## config.mk

```make
export PLATFORM = sky130hd
export DESIGN_NAME = led_fault_supervisor
export DESIGN_NICKNAME = d
export VERILOG_FILES = /design/src/verilog/led_fault_pkg.sv /design/src/verilog/led_fault_supervisor.sv
export SDC_FILE = /design/constraint.sdc
export NUM_CORES = 1
export LEC_CHECK = 0
export BUFFER_PORTS_ARGS = -buffer_cell sky130_fd_sc_hd__buf_2
export CAP_MARGIN = 10
export CORE_UTILIZATION = 47
export CTS_BUF_LIST = sky130_fd_sc_hd__clkbuf_8
export CTS_CLUSTER_DIAMETER = 120
export DETAILED_ROUTE_END_ITERATION = 12
export GPL_TIMING_DRIVEN = 0
export PLACE_DENSITY = 0.77
export SLEW_MARGIN = 20
export SYNTH_ARGS = -nofsm -noshare
export SYNTH_HDL_FRONTEND = slang
export SYNTH_SLANG_ARGS = --single-unit
```

## constraint.sdc

```tcl
create_clock -name sys_clk -period 1.5 [get_ports sys_clk]
set_input_delay 0.225 -clock sys_clk [delete_from_list [all_inputs] [get_ports sys_clk]]
set_output_delay 0.225 -clock sys_clk [all_outputs]
set_load 0.02 [all_outputs]
```

## src/verilog/led_fault_pkg.sv

```systemverilog
// shared constants, carrier types and state layout of the led fault supervisor
// What this block does
// - overvoltage locks out strings below regulation
// - enable low clears all string lockouts
// - output short drives fault flag low
// - string above short threshold loses its sink
// - input above lockout threshold enables device
// - input low over 2 us disables device
// - enable low stops boost and sinks immediately
// - primary trip blanks boost until next switching cycle starts
// - secondary trip latches, stops all, flags fault
// - string ground short holds startup, flags fault
// - soft start proceeds once ground short clears
// - open string raises output until overvoltage
// - after lockout output target returns to normal
// - shorted string stays off until enable toggles
// - input lockout clears every latched fault
// - overvoltage stops switching, resumes when lower
// - output short turns boost and sinks off
// - dimming low turns boost and sinks off
package led_fault_pkg;

	// ==========================================================
	// timing
	localparam int CLK_MHZ      = 100;
	localparam int INPUT_LOCKOUT_HOLD_NS = 2000;
	// least time, so rounded up
	localparam int INPUT_LOCKOUT_CYC     = (INPUT_LOCKOUT_HOLD_NS * CLK_MHZ + 999) / 1000;
	localparam int CNT_W        = 8;
	localparam int NUM_STRINGS  = 4;

	// ==========================================================
	// register map
	localparam logic [7:0] CTRL_OFS           = 8'h00;
	localparam logic [7:0] STATUS_OFS         = 8'h04;
	localparam int         CTRL_OPEN_DET_BIT  = 0;
	localparam logic       CTRL_OPEN_DET_RST  = 1'b1;
	localparam int         STAT_MODE_LSB      = 0;
	localparam int         STAT_SEC_BIT       = 2;
	localparam int         STAT_VIN_BIT       = 3;
	localparam int         STAT_FAULT_BIT     = 4;
	localparam int         STAT_BOOST_BIT     = 5;
	localparam int         STAT_RAISE_BIT     = 6;
	localparam int         STAT_OPEN_LSB      = 8;
	localparam int         STAT_SHORT_LSB     = 12;
	localparam int         STAT_SINK_LSB      = 16;
	localparam logic [1:0] RESP_OKAY          = 2'h0;
	localparam logic [1:0] RESP_SLVERR        = 2'h2;

	// ==========================================================
	// types
	typedef enum logic [1:0] {
		ST_OFF   = 2'h0,
		ST_START = 2'h1,
		ST_RUN   = 2'h3
	} mode_type;

	typedef struct packed {
		logic                   over_voltage_sense;
		logic                   output_short_sense;
		logic                   primary_trip;
		logic                   secondary_trip;
		logic [NUM_STRINGS-1:0] string_short;
		logic [NUM_STRINGS-1:0] string_gnd_short;
		logic [NUM_STRINGS-1:0] string_below_reg;
		logic                   input_ok;
		logic                   enable;
		logic                   dim;
		logic                   cycle_tick;
	} sense_type;

	typedef struct packed {
		logic                   boost_en;
		logic [NUM_STRINGS-1:0] sink_en;
		logic                   fault_n;
		logic                   soft_start_go;
		logic                   raise_target;
	} drive_type;

	typedef struct packed {
		logic        awvalid;
		logic [7:0]  awaddr;
		logic        wvalid;
		logic [31:0] wdata;
		logic [3:0]  wstrb;
		logic        bready;
		logic        arvalid;
		logic [7:0]  araddr;
		logic        rready;
	} axi_req_type;

	typedef struct packed {
		logic        awready;
		logic        wready;
		logic        bvalid;
		logic [1:0]  bresp;
		logic        arready;
		logic        rvalid;
		logic [31:0] rdata;
		logic [1:0]  rresp;
	} axi_rsp_type;

	typedef struct packed {
		sense_type              s1;
		sense_type              s2;
		logic                   cyc_d;
		logic [CNT_W-1:0]       lo_cnt;
		logic                   vin_on;
		mode_type               mode;
		logic [NUM_STRINGS-1:0] open_lock;
		logic [NUM_STRINGS-1:0] short_lock;
		logic                   sec_lat;
		logic                   pbp_blk;
		logic                   open_det_en;
		drive_type              drv;
		axi_rsp_type            axi;
		logic                   aw_held;
		logic                   w_held;
		logic [7:0]             awaddr_h;
		logic [31:0]            wdata_h;
		logic [3:0]             wstrb_h;
	} state_type;

endpackage : led_fault_pkg

```

## src/verilog/led_fault_supervisor.sv

```systemverilog
// fault supervisor for a four string boost led driver, with axi4-lite registers
`timescale 1ns/1ns
module led_fault_supervisor (
	// clock and reset
	input  wire logic                      sys_clk,
	input  wire logic                      rst_n,
	// comparator and pin indications, asynchronous
	input  wire led_fault_pkg::sense_type  sense_in,
	// power stage controls
	output      led_fault_pkg::drive_type  drive_out,
	// register bus
	input  wire led_fault_pkg::axi_req_type axi_req,
	output      led_fault_pkg::axi_rsp_type axi_rsp
);
	import led_fault_pkg::*;

	// ==========================================================
	// elaboration checks
	localparam logic [CNT_W-1:0] INPUT_LOCKOUT_LIMIT = CNT_W'(INPUT_LOCKOUT_CYC);

	if (INPUT_LOCKOUT_CYC < 1 || INPUT_LOCKOUT_CYC >= (1 << CNT_W)) begin : g_cnt_chk
		$error("lockout filter count does not fit its counter");
	end

	// ==========================================================
	// register helpers
	function automatic logic is_mapped(input logic [7:0] addr);
		is_mapped = (addr[7:2] == CTRL_OFS[7:2]) || (addr[7:2] == STATUS_OFS[7:2]);
	endfunction : is_mapped

	function automatic logic [31:0] read_word(input logic [7:0] addr, input state_type s);
		logic [31:0] w;
		w = 32'h0000_0000;
		if (addr[7:2] == CTRL_OFS[7:2]) begin
			w[CTRL_OPEN_DET_BIT] = s.open_det_en;
		end else if (addr[7:2] == STATUS_OFS[7:2]) begin
			w[STAT_MODE_LSB +: 2]                = s.mode;
			w[STAT_SEC_BIT]                      = s.sec_lat;
			w[STAT_VIN_BIT]                      = s.vin_on;
			w[STAT_FAULT_BIT]                    = ~s.drv.fault_n;
			w[STAT_BOOST_BIT]                    = s.drv.boost_en;
			w[STAT_RAISE_BIT]                    = s.drv.raise_target;
			w[STAT_OPEN_LSB +: NUM_STRINGS]      = s.open_lock;
			w[STAT_SHORT_LSB +: NUM_STRINGS]     = s.short_lock;
			w[STAT_SINK_LSB +: NUM_STRINGS]      = s.drv.sink_en;
		end
		read_word = w;
	endfunction : read_word

	// ==========================================================
	// state
	state_type st_r;
	state_type st_nxt;
	logic      input_lockout_trip;
	logic      go;
	logic      act;
	logic      off_now;
	logic      clr_locks;
	logic      cyc_rise;

	always_comb begin
		st_nxt    = st_r;
		input_lockout_trip = 1'b0;

		// first stage feeds only the second
		st_nxt.s1    = sense_in;
		st_nxt.s2    = st_r.s1;
		st_nxt.cyc_d = st_r.s2.cycle_tick;
		cyc_rise     = st_r.s2.cycle_tick & ~st_r.cyc_d;

		// input lockout with glitch filter
		if (st_r.s2.input_ok) begin
			st_nxt.lo_cnt = '0;
			st_nxt.vin_on = 1'b1;
		end else if (st_r.lo_cnt == INPUT_LOCKOUT_LIMIT) begin
			input_lockout_trip     = st_r.vin_on;
			st_nxt.vin_on = 1'b0;
		end else begin
			st_nxt.lo_cnt = st_r.lo_cnt + 1'b1;
		end

		// latched faults; a new event wins over the clear
		clr_locks = ~st_r.s2.enable | input_lockout_trip;
		st_nxt.sec_lat = (st_r.sec_lat & ~clr_locks)
			| st_r.s2.secondary_trip;

		off_now = ~st_r.s2.enable | ~st_r.vin_on | st_r.sec_lat
			| st_r.s2.secondary_trip;
		act = (st_r.mode == ST_RUN) & ~off_now;

		st_nxt.open_lock = (st_r.open_lock & {NUM_STRINGS{~clr_locks}})
			| ({NUM_STRINGS{act & st_r.s2.over_voltage_sense}}
			& st_r.s2.string_below_reg);
		st_nxt.short_lock = (st_r.short_lock & {NUM_STRINGS{~clr_locks}})
			| ({NUM_STRINGS{act}} & st_r.s2.string_short);

		// blanking lasts until the next switching cycle starts
		st_nxt.pbp_blk = st_r.s2.primary_trip | (st_r.pbp_blk & ~cyc_rise);

		// start-up sequencing
		go = st_r.s2.enable & st_r.vin_on & ~st_r.sec_lat & ~st_r.s2.secondary_trip;
		case (st_r.mode)
			ST_OFF: begin
				if (go) begin
					st_nxt.mode = ST_START;
				end
			end
			ST_START: begin
				if (!go) begin
					st_nxt.mode = ST_OFF;
				end else if (st_r.s2.string_gnd_short == '0) begin
					st_nxt.mode = ST_RUN;
				end
			end
			ST_RUN: begin
				if (!go) begin
					st_nxt.mode = ST_OFF;
				end
			end
			default: begin
				st_nxt.mode = ST_OFF;
			end
		endcase

		// drive outputs
		st_nxt.drv.boost_en = act & st_r.s2.dim
			& ~st_r.s2.over_voltage_sense
			& ~st_r.s2.output_short_sense
			& ~st_r.s2.primary_trip & ~st_r.pbp_blk;
		// sinks ignore primary trips: only the switch is blanked
		st_nxt.drv.sink_en = {NUM_STRINGS{act & st_r.s2.dim & ~st_r.s2.output_short_sense}}
			& ~(st_r.open_lock | st_r.short_lock | st_r.s2.string_short);
		st_nxt.drv.fault_n = ~(st_r.s2.output_short_sense
			| st_r.sec_lat | st_r.s2.secondary_trip
			| ((st_r.mode == ST_START) & (|st_r.s2.string_gnd_short)));
		st_nxt.drv.soft_start_go = act;
		// keep pushing output up only while an unlocked string lags
		st_nxt.drv.raise_target = act & st_r.open_det_en
			& (|(st_r.s2.string_below_reg & ~st_r.open_lock & ~st_r.short_lock));

		// axi4-lite write path
		if (st_r.axi.bvalid && axi_req.bready) begin
			st_nxt.axi.bvalid = 1'b0;
		end
		if (st_r.axi.awready && axi_req.awvalid) begin
			st_nxt.aw_held  = 1'b1;
			st_nxt.awaddr_h = axi_req.awaddr;
		end
		if (st_r.axi.wready && axi_req.wvalid) begin
			st_nxt.w_held  = 1'b1;
			st_nxt.wdata_h = axi_req.wdata;
			st_nxt.wstrb_h = axi_req.wstrb;
		end
		if (st_r.aw_held && st_r.w_held && !st_r.axi.bvalid) begin
			st_nxt.aw_held    = 1'b0;
			st_nxt.w_held     = 1'b0;
			st_nxt.axi.bvalid = 1'b1;
			st_nxt.axi.bresp  = is_mapped(st_r.awaddr_h) ? RESP_OKAY : RESP_SLVERR;
			if (st_r.awaddr_h[7:2] == CTRL_OFS[7:2] && st_r.wstrb_h[0]) begin
				st_nxt.open_det_en = st_r.wdata_h[CTRL_OPEN_DET_BIT];
			end
		end
		st_nxt.axi.awready = ~st_nxt.aw_held & ~st_nxt.axi.bvalid;
		st_nxt.axi.wready  = ~st_nxt.w_held & ~st_nxt.axi.bvalid;

		// axi4-lite read path
		if (st_r.axi.rvalid && axi_req.rready) begin
			st_nxt.axi.rvalid = 1'b0;
		end
		if (st_r.axi.arready && axi_req.arvalid) begin
			st_nxt.axi.rvalid = 1'b1;
			st_nxt.axi.rdata  = read_word(axi_req.araddr, st_r);
			st_nxt.axi.rresp  = is_mapped(axi_req.araddr) ? RESP_OKAY : RESP_SLVERR;
		end
		st_nxt.axi.arready = ~st_nxt.axi.rvalid;
	end

	always_ff @(posedge sys_clk) begin
		if (!rst_n) begin
			st_r                 <= '0;
			st_r.open_det_en     <= CTRL_OPEN_DET_RST;
			st_r.drv.fault_n     <= 1'b1;
			st_r.axi.awready     <= 1'b1;
			st_r.axi.wready      <= 1'b1;
			st_r.axi.arready     <= 1'b1;
		end else begin
			st_r <= st_nxt;
		end
	end

	assign drive_out = st_r.drv;
	assign axi_rsp   = st_r.axi;
endmodule : led_fault_supervisor

```

After elaboration in Yosys (flattened, before gate mapping)
Cells that the tools add are included.
{ "totals": {"in_bits": 79, "n_memories": 0, "latchBits": 0, "romBits": 0, "register_bits": 111, "mem_bits_rw": 0} }
{ "op_classes": {"n_eq_ne": 8, "div": 0, "mul": 0, "n_lt_le_gt_ge": 0, "mux": 23, "bitwise_logic": 61, "add_sub_neg": 1, "reduce_logical": 21, "n_shift": 0} }
{ "op_table": {"columns": ["op", "count"], "rows": [
  ["$mux W35", 1],
  ["$and A4 B4 Y4", 7],
  ["$mux W12", 2],
  ["$and A1 B1 Y1", 19],
  ["$not A1 Y1", 19],
  ["$or A4 B4 Y4", 4],
  ["$mux W2", 7],
  ["$eq A6 B1 Y1 const B", 2],
  ["$logic_not A6 Y1", 2],
  ["$not A4 Y4", 3],
  ["$mux W1", 9],
  ["$or A1 B1 Y1", 9],
  ["$add A8 B1 Y8 const B", 1],
  ["$eq A8 B8 Y1 const B", 1],
  ["$logic_and A1 B1 Y1", 8],
  ["$reduce_or A4 Y1", 2],
  ["$mux W7", 1],
  ["$mux W6", 1],
  ["$pmux W2 S3", 1],
  ["$logic_not A4 Y1", 1],
  ["$ne A2 B2 Y1 const B", 2],
  ["$mux W3", 1],
  ["$ne A3 B3 Y1 const B", 1],
  ["$reduce_and A3 Y1", 1],
  ["other kinds (8)", 9]
]} }

Depth between registers and ports, before layout
{ "depth": {"ltp_word": 11, "depth_mapped": 5} }

Least setup slack after synthesis
Ideal clock, no wire load.
{ "synth_path": {"kind": "register to register", "start": "register st_r[109] (netlist name)", "end": "register st_r[100] (netlist name)", "required_time_ns": 1.440, "n_path_buf": 0, "synth_period_minus_slack_ns": 1.653, "slack_ns": -0.153, "setup_ns": 0.060, "stages_incl_launch_ff": 6, "arrival_ns": 1.594, "cell_sequence": "dfxtp_1 -> inv_1 -> ha_1 -> and4bb_2 -> a41oi_1 -> a22o_1"} }
{ "synth_between": {"elab_chain_cells": 7} }
{ "synth_rtl": {"columns": ["element", "line_no", "rtl"], "rows": [
  ["start, declared", "led_fault_supervisor.sv:52", "state_type st_r;"],
  ["start signal, assigned", "led_fault_supervisor.sv:187", "st_r <= st_nxt;"],
  ["$eq A8 B8 Y1", "led_fault_supervisor.sv:75", "end else if (st_r.lo_cnt == INPUT_LOCKOUT_LIMIT) begin"],
  ["$mux W1", "led_fault_supervisor.sv:75", null],
  ["$mux W1", "led_fault_supervisor.sv:72", "if (st_r.s2.input_ok) begin"],
  ["$or A1 B1 Y1", "led_fault_supervisor.sv:83", "clr_locks = ~st_r.s2.enable | input_lockout_trip;"],
  ["$not A1 Y1", "led_fault_supervisor.sv:94", "st_nxt.short_lock = (st_r.short_lock & {NUM_STRINGS{~clr_locks}})"],
  ["$and A4 B4 Y4", "led_fault_supervisor.sv:94", null],
  ["$or A4 B4 Y4", "led_fault_supervisor.sv:95", "| ({NUM_STRINGS{act}} & st_r.s2.string_short);"]
]} }
No other way between the ends.
A chain may end at the register's enable or synchronous reset.

Final worst setup path
{ "layout_path": {"start": "register st_r[40] (netlist name)", "end": "register st_r[95] (netlist name)"} }
{ "layout_between": {"elab_chain_cells": 3} }
{ "layout_rtl": {"columns": ["element", "line_no", "rtl"], "rows": [
  ["$logic_not A6 Y1", "led_fault_supervisor.sv:159", "if (st_r.awaddr_h[7:2] == CTRL_OFS[7:2] && st_r.wstrb_h[0]) begin"],
  ["$logic_and A1 B1 Y1", "led_fault_supervisor.sv:159", null],
  ["$reduce_and A2 Y1 (no source line)", null, null]
]} }
No other way between the ends.

==> qor.yml <==
run_status:
  outcome: "finished with violations"
  violations: "setup timing"
worst_setup_path:
  worst-path-buf-inv: 0
  crit_path_top_delay_cell: "or4_4"
  critPathRequiredTime_ns: 1.80
  cp.arrival_ns: 1.84
  cp_max_fo: 3
  cp_cell_sequence: "or4_4 > or4_4 > o211ai_1"
  critPathCaptureType: "register"
  worstSetupStartpointType: "register"
  critical_path_class: "reg -> reg"
  cp_slowest_stage_delay_ns: 0.54
  crit_top_cell: "or4_4"
  path_delay_family: "simple AND/OR/NAND/NOR gates"
clock_network:
  clk_latency_ns: 0.36
  cts.sinks: 107
  clk_path_buf_depth: 2
  htree_levels: 3
  ctsHoldBuffers: 0
  cts_buffers: 9
  clk_pin_slew_worst_paths_ns: 0.10
  cts_tree: "built"
  clockRootBuffer: "clkbuf_8"
detailed_routing:
  route.detailed.drc: 0
  dr.pass1.iters: 5
  routed_wl_um: 7140
  first_iter_violations: 76
  routedWlPerCell_um: 12.3
  final_antenna_net_count: 0
  via_per_inst: 4.83
  num_vias: 2797
logic_synthesis:
  synthDominantCellAreaShare_pct: 54.8
  synth.distinct_cells: 41
  async_flop_share_pct: 0
  ys_seq_elements: 107
  synth_flop_cell: "dfxtp_1"
  syn_area_per_cell_um2: 10.6
  synthTopCellsByCount: "107 x dfxtp_1, 49 x buf_4, 46 x and2_1, 19 x nand2_1, 18 x a22o_2"
  seq_area_frac_synth_pct: 54.8
  synth.most_common_cell: "dfxtp_1"
  ys_top_cells_by_area: "dfxtp_1 55%, buf_4 9.4%, and2_1 7.4%"
  synth_edf_count: 0
  synth.largest_area_cell: "dfxtp_1"
  netlist_instances: 369
  synth_warnings: 0
  synth_area_mm2: 0.00391
timing:
  rsz0062_at_grt: "yes"
  setup-tns-final_ns: -0.0663
  setup_slack_ns: -0.0460
  min_period_over_period_pct: 103
  setup_viol: 2
  finalHoldViolations: 0
  final_max_slew_viol_count: 0
  clock_skew_ns: 0.0105
  timing.final.crit_period_ns: 1.55
  clock.fmax_mhz: 647
floorplan:
  fp.dieH_um: 93.2
  dieArea_mm2: 0.00869
  core-area_mm2: 0.00789
  rows: 32
  die_w_um: 93.2
  ioPinCount: 128
  start_util_pct: 49.6
finish:
  antenna_cells: 0
  postLayoutCoreUtil_pct: 60.8
  drive_gt1_share_pct: 37.1
  nets: 553
  n_fill_cell: 652
  area_delta_synth_final_pct: 22.5
pwr:
  ir_drop_v: 0.000573
  p_total_mw: 5.27
  leakagePower_nw: 2.17
  power_density_mw_per_mm2: 1100
global_routing:
  grt_pass1_vias: 2601
  grt_pass1_wl_um: 11800
  grt_usage_pct: 17.5
  antenna_found_initial: 0
  grt-ovfl-total: 0
  grt_max_degree: 19
place:
  dp_hpwl_um: 5090
  gp_congestion: 0.740
  pre_cts_ws_ns: -0.440
  portBuffers: 74
hold_path:
  hp-class: "in -> reg"
flow_run:
  drv_cap: 0
-- per-stage QoR --
step / std cells / cell area (um^2) / hold WS, ns
after floorplan: 383 / 3980 / 0.352
final: 579 / 4790 / 0.0658
after global routing: 579 / 4790 / 0.0548
after CTS: 577 / 4740 / 0.0559
after detailed placement: 559 / 4470 / 0.417
after global placement: 559 / 4470 / 0.414
-- flip-flops by register name (all words and copies together), names as in the netlist --
| register | flops |
|---|---|
| st_r | 52 |
| axi_rsp | 26 |
| st_nxt | 21 |
| drive_out | 8 |
-- area by class of cell --
class	count	area, um^2	area share (%)
Multi-Input combinational cell	209	1430	29.8
Tap cell	102	128	2.66
Inverter	8	30.0	0.627
Buffer	59	428	8.93
Timing Repair Buffer	78	413	8.62
Clock buffer	11	151	3.16
Clock inverter	5	67.6	1.41
Sequential cell	107	2150	44.8
-- cells in the final DEF, fill, tap and decap left out, types with 6 or more instances in the layout --
cell type,netlist,layout
and2_1,46,46
inv_1,8,8
o21ai_0,7,6
nor2_1,8,8
nand2_1,19,19
clkbuf_1,8,7
clkbuf_8,0,11
nand3_1,12,12
buf_4,49,52
a22o_1,6,6
conb_1,1,15
a21oi_1,8,8
a22o_2,18,18
buf_2,0,74
dfxtp_1,107,104
a21boi_0,11,11
-- metal layers --
metal,part of all wire (%),GRT usage (%)
met5,0,0
met4,2.5,9.49
met3,4.5,3.50
met2,49,28.9
met1,44,21.4
-- cells by family (layout without fill, tap and decap cells) --
family                     count (synthesis)  count (layout)  synth area share [%]
and+or+nand+nor                          125             125                  18.8
DFF                                      107             107                  54.8
buffers and inverters                     68             161                  11.8
AOI/OAI and AO/OA                         61              62                  12.7
xor gates and xnor gates                   3               3                 0.672
adders and majority gates                  2               2                 0.640
muxes                                      2               2                 0.512
other                                      1              15                0.0959
-- final timing paths --
| check | startpoint | endpoint | slack (ns) | cells past startpoint |
|---|---|---|---|---|
| worst min register to register | st_r[132] | drive_out[5] | 0.42 | 1 |
| worst max-delay path | st_r[40] | st_r[95] | -0.05 | 3 |
| worst max register to register | st_r[40] | st_r[95] | -0.05 | 3 |
| worst min-delay path | sense_in[11] | st_nxt[129] | 0.07 | 2 |
-- what timing repair did --
| action | 4_1_cts | 5_1_grt |
|---|---|---|
| setup endpoints to repair | 20 | 15 |
| gates resized for setup | 2 | 9 |
| cloned | 1 | 0 |
| pin swaps | 3 | 7 |
| buffers inserted | 2 | 2 |
-- where the power goes --
| group | switching [mW] | internal, mW | leakage (nW) |
|---|---|---|---|
| clock | 0.968 | 0.887 | 0.112 |
| sequential | 0.0613 | 2.94 | 0.876 |
| combinational | 0.211 | 0.205 | 1.19 |
Power figures use the tool's default switching activity.
